### config.mk
export PLATFORM = sky130hd
export DESIGN_NAME = cpu_bus_cycle_sequencer
export DESIGN_NICKNAME = d
export VERILOG_FILES = /design/src/design/cycle_seq_pkg.sv /design/src/design/bus_cycle_if.sv /design/src/design/bus_state_timer.sv /design/src/design/cpu_bus_cycle_sequencer.sv
export SDC_FILE = /design/constraint.sdc
export NUM_CORES = 1
export LEC_CHECK = 0
export BUFFER_PORTS_ARGS = -buffer_cell sky130_fd_sc_hd__buf_2
export CELL_PAD_IN_SITES_DETAIL_PLACEMENT = 0
export CELL_PAD_IN_SITES_GLOBAL_PLACEMENT = 1
export CORE_MARGIN = 10
export CORE_UTILIZATION = 37
export DETAILED_ROUTE_END_ITERATION = 8
export GPL_TIMING_DRIVEN = 1
export PLACE_DENSITY = 0.91
export SYNTH_ARGS = -nofsm -noshare
export SYNTH_HDL_FRONTEND = slang
export SYNTH_HIERARCHICAL = 1
export SYNTH_SLANG_ARGS = --single-unit
### constraint.sdc
create_clock -name clk_i -period 4.4 [get_ports clk_i]
set_clock_uncertainty 0.1 [all_clocks]
set_input_delay 0.88 -clock clk_i [delete_from_list [all_inputs] [get_ports clk_i]]
set_output_delay 0.88 -clock clk_i [all_outputs]
set_load 0.05 [all_outputs]
### src/design/cycle_seq_pkg.sv
// Purpose: shared constants and types for the machine-cycle sequencer
// Assumes: one processor clock, synchronous active-high reset
// Notes:   strobes are active low, one bit each in strobe_t
package cycle_seq_pkg;

	localparam int          ADDR_W         = 20;
	localparam int          STEP_W         = 3;
	localparam logic [19:0] SLEEP_ADDR     = 20'h7ffff;
	localparam logic [7:0]  IO_UPPER_ADDR  = 8'h00;
	localparam logic [7:0]  RESET_BYTE     = 8'h00;
	localparam logic [2:0]  SYNC_RESET     = 3'h7;
	localparam logic [2:0]  STEP_RESET     = 3'h0;

	typedef enum logic [3:0] {
		cls_rot_mem, cls_rot_idx, cls_digit_rotate, cls_restart, cls_carry_force,
		cls_bit_reg, cls_bit_mem, cls_bit_idx, cls_sleep, cls_io_test,
		cls_test_reg, cls_test_imm, cls_test_mem
	} instr_class_t;

	typedef enum logic [2:0] {
		k_fetch_first, k_fetch, k_mem_read, k_mem_write, k_io_read, k_idle, k_sleep
	} cycle_kind_t;

	typedef enum logic [2:0] {
		a_pc, a_ptr, a_idx, a_sp1, a_sp2, a_io, a_sleep
	} addr_src_t;

	typedef struct packed {
		cycle_kind_t kind;
		addr_src_t   asrc;
		logic        last;
	} step_t;

	typedef struct packed {
		logic read_n;
		logic write_n;
		logic memory_request_n;
		logic io_request_n;
		logic fetch_cycle_n;
		logic halt_n;
		logic opcode_begin_marker_n;
	} strobe_t;

	localparam strobe_t STROBES_REST = 7'h7f;

endpackage

### src/design/bus_cycle_if.sv
// Purpose: carrier between the sequencer and its bus state timer
// Assumes: single clock domain
// Notes:   start and done are high one clock per machine cycle, so they stay high through back-to-back idle states
`timescale 1ns/1ps
`default_nettype none
interface bus_cycle_if;
	import cycle_seq_pkg::*;
	logic        start;
	cycle_kind_t kind;
	logic        done;
	strobe_t     strobes;
	modport seq  (output start, output kind, input done, input strobes);
	modport timer(input start, input kind, output done, output strobes);
endinterface
`default_nettype wire

### src/design/bus_state_timer.sv
// Purpose: runs one machine cycle as T1 T2 (Tw) T3, one idle state, or sleep
// Assumes: wait pin is asynchronous and active low
// Notes:   strobes come from flops and stand for the whole machine cycle
`timescale 1ns/1ps
`default_nettype none
module bus_state_timer (
	input  wire logic       clk_i,
	input  wire logic       reset_i,
	input  wire logic       wait_n_i,
	input  wire logic       wake_i,
	bus_cycle_if.timer      bus
);
	import cycle_seq_pkg::*;

	typedef enum logic [2:0] {ts_rest, ts_t1, ts_t2, ts_tw, ts_t3, ts_idle, ts_sleep} tstate_t;

	tstate_t    state;
	logic [2:0] wait_sync;
	logic       wait_held;

	function automatic strobe_t strobes_for(input cycle_kind_t k);
		strobe_t s;
		s = STROBES_REST;
		case (k)
			k_fetch_first: begin
				s.read_n = 1'b0; s.memory_request_n = 1'b0; s.fetch_cycle_n = 1'b0;
				s.opcode_begin_marker_n = 1'b0; // RULE_01
			end
			k_fetch: begin
				s.read_n = 1'b0; s.memory_request_n = 1'b0; s.fetch_cycle_n = 1'b0;
			end
			k_mem_read: begin
				s.read_n = 1'b0; s.memory_request_n = 1'b0;
			end
			k_mem_write: begin
				s.write_n = 1'b0; s.memory_request_n = 1'b0; // RULE_02
			end
			k_io_read: begin
				s.read_n = 1'b0; s.io_request_n = 1'b0; // RULE_11
			end
			k_sleep: s.halt_n = 1'b0; // RULE_10
			default: s = STROBES_REST; // RULE_07
		endcase
		return s;
	endfunction

	// first flop feeds only the second; a change counts once second and third agree
	always_ff @(posedge clk_i) begin
		if (reset_i) begin
			wait_sync <= SYNC_RESET;
			wait_held <= 1'b0;
		end else begin
			wait_sync <= {wait_sync[1:0], wait_n_i};
			if (wait_sync[1] == wait_sync[2])
				wait_held <= ~wait_sync[2];
		end
	end

	assign bus.done = (state == ts_t3) || (state == ts_idle) || (state == ts_sleep && wake_i);

	always_ff @(posedge clk_i) begin
		if (reset_i) begin
			state       <= ts_rest;
			bus.strobes <= STROBES_REST;
		end else if (bus.start) begin
			bus.strobes <= strobes_for(bus.kind);
			case (bus.kind)
				k_idle:  state <= ts_idle; // RULE_15
				k_sleep: state <= ts_sleep;
				default: state <= ts_t1;
			endcase
		end else begin
			case (state)
				ts_t1: state <= ts_t2; // RULE_15
				ts_t2: state <= wait_held ? ts_tw : ts_t3;
				ts_tw: state <= wait_held ? ts_tw : ts_t3;
				ts_t3, ts_idle: begin
					state       <= ts_rest;
					bus.strobes <= STROBES_REST;
				end
				ts_sleep: if (wake_i) begin
					state       <= ts_rest;
					bus.strobes <= STROBES_REST;
				end
				default: state <= ts_rest;
			endcase
		end
	end
endmodule // bus_state_timer
`default_nettype wire

### src/design/cpu_bus_cycle_sequencer.sv
// Purpose: orders the machine cycles of one instruction and drives the bus
// Assumes: the core decodes the class and supplies addresses, index sum and write byte
// Notes:   a new start is taken only while busy_o is low
`timescale 1ns/1ps
`default_nettype none
// What this block does
// RULE_01 - first cycle fetches opcode with read, memory, fetch, begin marker low; marker high later
// RULE_02 - pointer rotate or shift: two fetches, read, idle, write at pointer
// RULE_03 - indexed rotate or shift: seven cycles, displacement read, third fetch, read, idle, write
// RULE_04 - digit rotate: two fetches, read at pointer, four idle states, write back
// RULE_05 - restart: one fetch, two idles, high byte to stack-1, low byte to stack-2
// RULE_06 - carry force: a single opcode fetch and nothing more
// RULE_07 - bit force on register: two fetches then idle with strobes high, data floated
// RULE_08 - bit force on pointer byte: two fetches, read, idle, write at pointer
// RULE_09 - indexed bit force: two fetches, displacement, third fetch, read, idle, write
// RULE_10 - sleep: after two fetches address all ones, data floated, only halt low; code drives SLEEP_ADDR 7ffff, top bit low
// RULE_11 - I/O test: two fetches, immediate read, I/O read at C with upper zero
// RULE_12 - test against register: two fetches then one idle, no operand access
// RULE_13 - test against immediate: two fetches then operand read with fetch strobe high
// RULE_14 - test against pointer byte: two fetches, idle, then read at pointer
// RULE_15 - bus cycles take T1 T2 T3 plus waits; idle state lasts one clock
module cpu_bus_cycle_sequencer (
	input  wire logic                         clk_i,
	input  wire logic                         reset_i,
	input  wire logic                         start_i,
	input  wire cycle_seq_pkg::instr_class_t  instr_class_i,
	input  wire logic [15:0]                  program_counter_i,
	input  wire logic [15:0]                  pointer_pair_i,
	input  wire logic [15:0]                  index_sum_i,
	input  wire logic [15:0]                  stack_pointer_i,
	input  wire logic [7:0]                   c_reg_i,
	input  wire logic [7:0]                   write_data_i,
	input  wire logic                         wait_n_i,
	input  wire logic                         wake_i,
	input  wire logic [7:0]                   data_i,
	output logic [cycle_seq_pkg::ADDR_W-1:0]  addr_o,
	output logic [7:0]                        data_o,
	output logic                              data_oe_o,
	output logic                              read_n_o,
	output logic                              write_n_o,
	output logic                              memory_request_n_o,
	output logic                              io_request_n_o,
	output logic                              fetch_cycle_n_o,
	output logic                              halt_n_o,
	output logic                              opcode_begin_marker_n_o,
	output logic [7:0]                        read_data_o,
	output logic                              read_valid_o,
	output logic                              busy_o,
	output logic                              done_o
);
	import cycle_seq_pkg::*;

	typedef enum logic {s_ready, s_run} seq_state_t;

	bus_cycle_if      bus ();
	seq_state_t       state;
	instr_class_t     cls;
	logic [STEP_W-1:0] step_idx;
	logic [STEP_W-1:0] next_step_idx;
	step_t            cur_step;
	step_t            next_step;
	instr_class_t     next_cls;
	logic             issue;

	function automatic step_t mk(input cycle_kind_t k, input addr_src_t a, input logic l);
		step_t s;
		s.kind = k;
		s.asrc = a;
		s.last = l;
		return s;
	endfunction

	// shared body of the read-idle-write tails at the pointer or index address
	function automatic step_t rmw(input logic [STEP_W-1:0] i, input logic [STEP_W-1:0] base,
		input addr_src_t a, input logic [STEP_W-1:0] idles);
		step_t s;
		if (i == base)
			s = mk(k_mem_read, a, 1'b0);
		else if (i <= base + idles)
			s = mk(k_idle, a_pc, 1'b0);
		else
			s = mk(k_mem_write, a, 1'b1);
		return s;
	endfunction

	function automatic step_t program_step(input instr_class_t c, input logic [STEP_W-1:0] i);
		step_t s;
		if (i == 3'h0)
			s = mk(k_fetch_first, a_pc, c == cls_carry_force); // RULE_01 RULE_06
		else if (c == cls_restart) begin
			case (i)
				3'h1, 3'h2: s = mk(k_idle, a_pc, 1'b0); // RULE_05
				3'h3:       s = mk(k_mem_write, a_sp1, 1'b0); // RULE_05
				default:    s = mk(k_mem_write, a_sp2, 1'b1); // RULE_05
			endcase
		end else if (i == 3'h1)
			s = mk(k_fetch, a_pc, 1'b0);
		else begin
			case (c)
				cls_rot_mem, cls_bit_mem: s = rmw(i, 3'h2, a_ptr, 3'h1); // RULE_02 RULE_08
				cls_digit_rotate:         s = rmw(i, 3'h2, a_ptr, 3'h4); // RULE_04
				cls_rot_idx, cls_bit_idx: begin
					if (i == 3'h2)
						s = mk(k_mem_read, a_pc, 1'b0); // RULE_03 RULE_09
					else if (i == 3'h3)
						s = mk(k_fetch, a_pc, 1'b0); // RULE_03 RULE_09
					else
						s = rmw(i, 3'h4, a_idx, 3'h1); // RULE_03 RULE_09
				end
				cls_bit_reg, cls_test_reg: s = mk(k_idle, a_pc, 1'b1); // RULE_07 RULE_12
				cls_sleep:    s = mk(k_sleep, a_sleep, 1'b1); // RULE_10
				cls_test_imm: s = mk(k_mem_read, a_pc, 1'b1); // RULE_13
				cls_io_test:  s = (i == 3'h2) ? mk(k_mem_read, a_pc, 1'b0)
					: mk(k_io_read, a_io, 1'b1); // RULE_11
				cls_test_mem: s = (i == 3'h2) ? mk(k_idle, a_pc, 1'b0)
					: mk(k_mem_read, a_ptr, 1'b1); // RULE_14
				default:      s = mk(k_idle, a_pc, 1'b1);
			endcase
		end
		return s;
	endfunction

	function automatic logic [ADDR_W-1:0] widen(input logic [15:0] a);
		return {4'h0, a};
	endfunction

	// only cycles that put a byte on the data pins hand one back to the core
	function automatic logic returns_data(input cycle_kind_t k);
		logic r;
		case (k)
			k_fetch_first, k_fetch, k_mem_read, k_io_read: r = 1'b1;
			default:                                      r = 1'b0;
		endcase
		return r;
	endfunction

	bus_state_timer timer (
		.clk_i    (clk_i),
		.reset_i  (reset_i),
		.wait_n_i (wait_n_i),
		.wake_i   (wake_i),
		.bus      (bus)
	);

	// class and step restart only from the ready state, so a start while busy is refused
	always_comb begin
		next_cls      = (state == s_ready) ? instr_class_i : cls;
		next_step_idx = (state == s_ready) ? STEP_RESET : STEP_W'(step_idx + 3'h1);
		issue         = (state == s_ready) ? start_i : (bus.done && !cur_step.last);
		next_step     = program_step(next_cls, next_step_idx);
	end

	assign cur_step  = program_step(cls, step_idx);
	assign bus.start = issue;
	assign bus.kind  = next_step.kind;
	assign busy_o    = (state == s_run);
	// done marks the last clock of the last cycle, so the core may start on the next edge
	assign done_o    = (state == s_run) && bus.done && cur_step.last;

	assign read_n_o                = bus.strobes.read_n;
	assign write_n_o               = bus.strobes.write_n;
	assign memory_request_n_o      = bus.strobes.memory_request_n;
	assign io_request_n_o          = bus.strobes.io_request_n;
	assign fetch_cycle_n_o         = bus.strobes.fetch_cycle_n;
	assign halt_n_o                = bus.strobes.halt_n;
	assign opcode_begin_marker_n_o = bus.strobes.opcode_begin_marker_n;

	always_ff @(posedge clk_i) begin
		if (reset_i) begin
			state    <= s_ready;
			cls      <= cls_carry_force;
			step_idx <= STEP_RESET;
		end else if (issue) begin
			state    <= s_run;
			cls      <= next_cls;
			step_idx <= next_step_idx;
		end else if (done_o) begin
			state <= s_ready;
		end
	end

	// address and write data latched once per machine cycle so they hold through T3
	always_ff @(posedge clk_i) begin
		if (reset_i) begin
			addr_o    <= '0;
			data_o    <= RESET_BYTE;
			data_oe_o <= 1'b0;
		end else if (issue) begin
			case (next_step.asrc)
				a_ptr:   addr_o <= widen(pointer_pair_i);
				a_idx:   addr_o <= widen(index_sum_i);
				a_sp1:   addr_o <= widen(16'(stack_pointer_i - 16'h0001)); // RULE_05
				a_sp2:   addr_o <= widen(16'(stack_pointer_i - 16'h0002)); // RULE_05
				a_io:    addr_o <= widen({IO_UPPER_ADDR, c_reg_i}); // RULE_11
				a_sleep: addr_o <= SLEEP_ADDR; // RULE_10
				default: addr_o <= widen(program_counter_i);
			endcase
			// restart pushes the return address high byte first
			if (next_cls == cls_restart && next_step.asrc == a_sp1)
				data_o <= program_counter_i[15:8]; // RULE_05
			else if (next_cls == cls_restart)
				data_o <= program_counter_i[7:0]; // RULE_05
			else
				data_o <= write_data_i;
			data_oe_o <= (next_step.kind == k_mem_write); // RULE_07 RULE_10
		end else if (bus.done) begin
			data_oe_o <= 1'b0;
		end
	end

	// data pins are sampled at the close of T3; they are steady by then on a legal bus
	always_ff @(posedge clk_i) begin
		if (reset_i) begin
			read_data_o  <= RESET_BYTE;
			read_valid_o <= 1'b0;
		end else begin
			read_valid_o <= 1'b0;
			if (state == s_run && bus.done && returns_data(cur_step.kind)) begin
				read_data_o  <= data_i;
				read_valid_o <= 1'b1;
			end
		end
	end
endmodule // cpu_bus_cycle_sequencer
`default_nettype wire

==> summary.txt <==
Worst setup path
  • Crit Path Category: reg2out
  • Crit Reg-Reg Startpoint: step_idx[0]$_SDFFE_PP0P_
  • CP required: 3.42 ns
  • Worst Path Arrival: 2.94 ns
  • Setup crit start kind: register
  • CP Max Fanout: 18
  • Worst Setup SP: step_idx[0]$_SDFFE_PP0P_
  • Worst reg2reg path depth: 8
  • Crit. End Element: primary output

Worst hold path
  • Worst Hold Depth: 1
  • Worst min-delay path startpoint: timer/wait_sync[0]$_SDFF_PP1_
  • HP Class: reg2reg

Yosys
  • Syn avg cell area: 7.837 sq um
  • Synth cell types: 86
  • FFs w/ async S/R, synth: 0%
  • Predominant post-synthesis flop cell: dfxtp_1
  • Sequential area share after synthesis: 25.59%
  • Synth warn: 6
  • Number of flops mapped to enable cells by yosys: 0
  • Post-Syn Area: 4459 sq um
  • Gate Count Post-Synth: 569
  • Net Count, Synth: 674
  • Yosys reg bits: 57

Global route
  • First-pass GRT wire length: 26470 um
  • Largest net degree at the start of global routing: 48
  • Grt ovf: 0
  • Antenna violations before repair: 0
  • All-Layer GR Usage: 19.35%
  • Vias in the first global route: 5030

Clock network
  • CTS tree: built
  • Clk_lat worst skew: 0.32 ns
  • CTS Buffer Depth: 2
  • Root Driver: clkbuf_16
  • Clk sink count: 57
  • Setup Buffers After CTS: 0
  • Clock edge transition at the registers on the reported setup and hold paths: 0.05 ns
  • TritonCTS Buffers: 9
  • Clock H-tree levels: 3
  • # hold bufs at CTS: 0
  • CTS resizes: 0

Timing
  • Tmin final: 3.917 ns
  • Max transition margin: 38.88%
  • Final Slew Violations: 0
  • Worst-Margin Slew: 0.9168 ns
  • Final setup violation count: 0
  • Setup TNS: 0 ns
  • Fmax: 255.3 MHz
  • Worst setup margin: 0.4827 ns
  • RSZ-0062 raised after global routing: no
  • Final number of hold-violating endpoints: 0
  • Final period util: 89.03%

Die
  • Die Wd: 129.8 um
  • Die Area: 16840 sq um
  • Initial Util: 37.44%
  • I/O pin count: 144
  • Core box area: 11910 sq um
  • Die H: 129.8 um
  • Rows: 40

Power and ir drop
  • Overall power: 1738 uW
  • Worst VDD drop: 0.2265 mV
  • PD cells: 313.0 nW/um^2
  • Static leakage: 0.002421 uW

Route
  • DRC: 0
  • WL/cell: 19.71 um
  • Vias per cell: 5.898
  • 1st-iter DRT viols: 551
  • First-pass DRT Iterations: 6
  • DR vias: 4996
  • ANT nets after route: 0
  • Final wirelength: 16700 um

Finish
  • Final #Nets: 801
  • Share of cells above drive strength 1: 29.00%
  • Antenna diodes: 0
  • Syn-to-layout area delta: 24.55%

Placed design
  • Pre-CTS setup slack: 0.6283 ns
  • Number of I/O port buffers: 142
  • RD Place Congestion: 0.9362
  • DP Wirelength: 13360 um

Run status
  • Status: completed

Flow run
  • MaxCap Viol Count: 0
where the power goes:
part	internal [uW]	switching, uW	leakage [uW]
registers	548	34.8	0.000468
clock network	490	242	0.000155
logic	147	276	0.00180
cells in the final DEF (no fill, tap or decap), types with 9 or more instances in the layout:
cell       count
o22ai_1       11
a21oi_1       32
mux2i_1       14
clkbuf_16      9
a22oi_1        9
nand3_1       16
nor2_1        66
o21ai_0       23
nand2b_1      10
buf_4         16
buf_2        142
xnor2_1       13
nor3_1        24
a222oi_1      12
dfxtp_1       57
inv_1         14
xor2_1        14
a211oi_1      24
nand2_1       47
sequential cells by signal, indices dropped and copies added, names as in the netlist:
name / cells
timer/wait_held: 1
timer/state: 3
timer/bus.strobes: 7
timer/wait_sync: 3
addr_o: 17
data_oe_o: 1
read_valid_o: 1
cls: 4
data_o: 8
read_data_o: 8
step_idx: 3
busy_o: 1
synth_stat cells (9+ instances only):
master / instances / share of area, %
o21ai_0: 23 / 2.6
xnor2_1: 13 / 2.6
dfxtp_1: 57 / 26
clkbuf_1: 13 / 1.1
a22oi_1: 9 / 1.5
nand2_1: 47 / 4.0
a222oi_1: 12 / 2.7
nor3_1: 24 / 2.7
xor2_1: 14 / 2.7
a211oi_1: 24 / 4.0
nor2_1: 66 / 5.6
nand3_1: 16 / 1.8
o22ai_1: 11 / 1.5
mux2i_1: 14 / 3.1
buf_2: 20 / 2.2
a21oi_1: 32 / 3.6
nand2b_1: 10 / 1.4
inv_1: 14 / 1.2
final timing paths:
| path | endpoint | slack, ns |
|---|---|---|
| worst max register to register | addr_o[8]$_SDFFE_PP0P_ | 0.58 |
| worst min-delay path | timer/wait_sync[1]$_SDFF_PP1_ | 0.33 |
| worst max-delay path | done_o | 0.48 |
| worst min register to register | timer/wait_sync[1]$_SDFF_PP1_ | 0.33 |
cell families after synthesis:
family	Yosys count	share of synthesized area, %
simple gates	216	24.55
other cells	1	0.08409
flops	57	25.59
buf+inv	57	6.538
compound gates	182	30.44
xor+xnor	27	5.303
fa+ha+maj	10	2.694
mux	19	4.798
metrics by stage:
stage          std cells  utilization (%)  instance area [sq um]  hold WS (ns)
6_report             847            46.63                   5554        0.3332
2_1_floorplan        569                -                   4459        0.2895
5_1_grt              847            46.63                   5554        0.3466
3_3_place_gp         832            44.03                   5245        0.3012
4_1_cts              847            46.63                   5554        0.3409
3_5_place_dp         832            44.03                   5245        0.3047
final cells by class:
type / count / area, sq um
multi-input cells: 455 / 3033
inverters: 15 / 56.30
clock inverters: 6 / 83.83
repair buffers: 158 / 830.8
well taps: 147 / 183.9
flip-flops and latches: 57 / 1141
clock buffers: 9 / 225.2
fillers: 1194 / 6357
layer usage:
metal	vias up	global-route usage, %	part of all wire (%)
li1	2390	-	-
met1	2333	23.91	42
met2	254	31.78	47
met3	19	5.639	8.8
met4	0	5.886	1.6
met5	-	0	0
worst max-delay path: stages (launching register included):
cell and delay (ns):
dfxtp_1 0.71, inv_1 0.23, ha_1 0.30, nor2b_1 0.21, nand2b_1 0.19, a311o_1 0.37
o211ai_1 0.12, and3_1 0.22, buf_2 0.27
No activity file was read; power rests on OpenSTA's default activity.
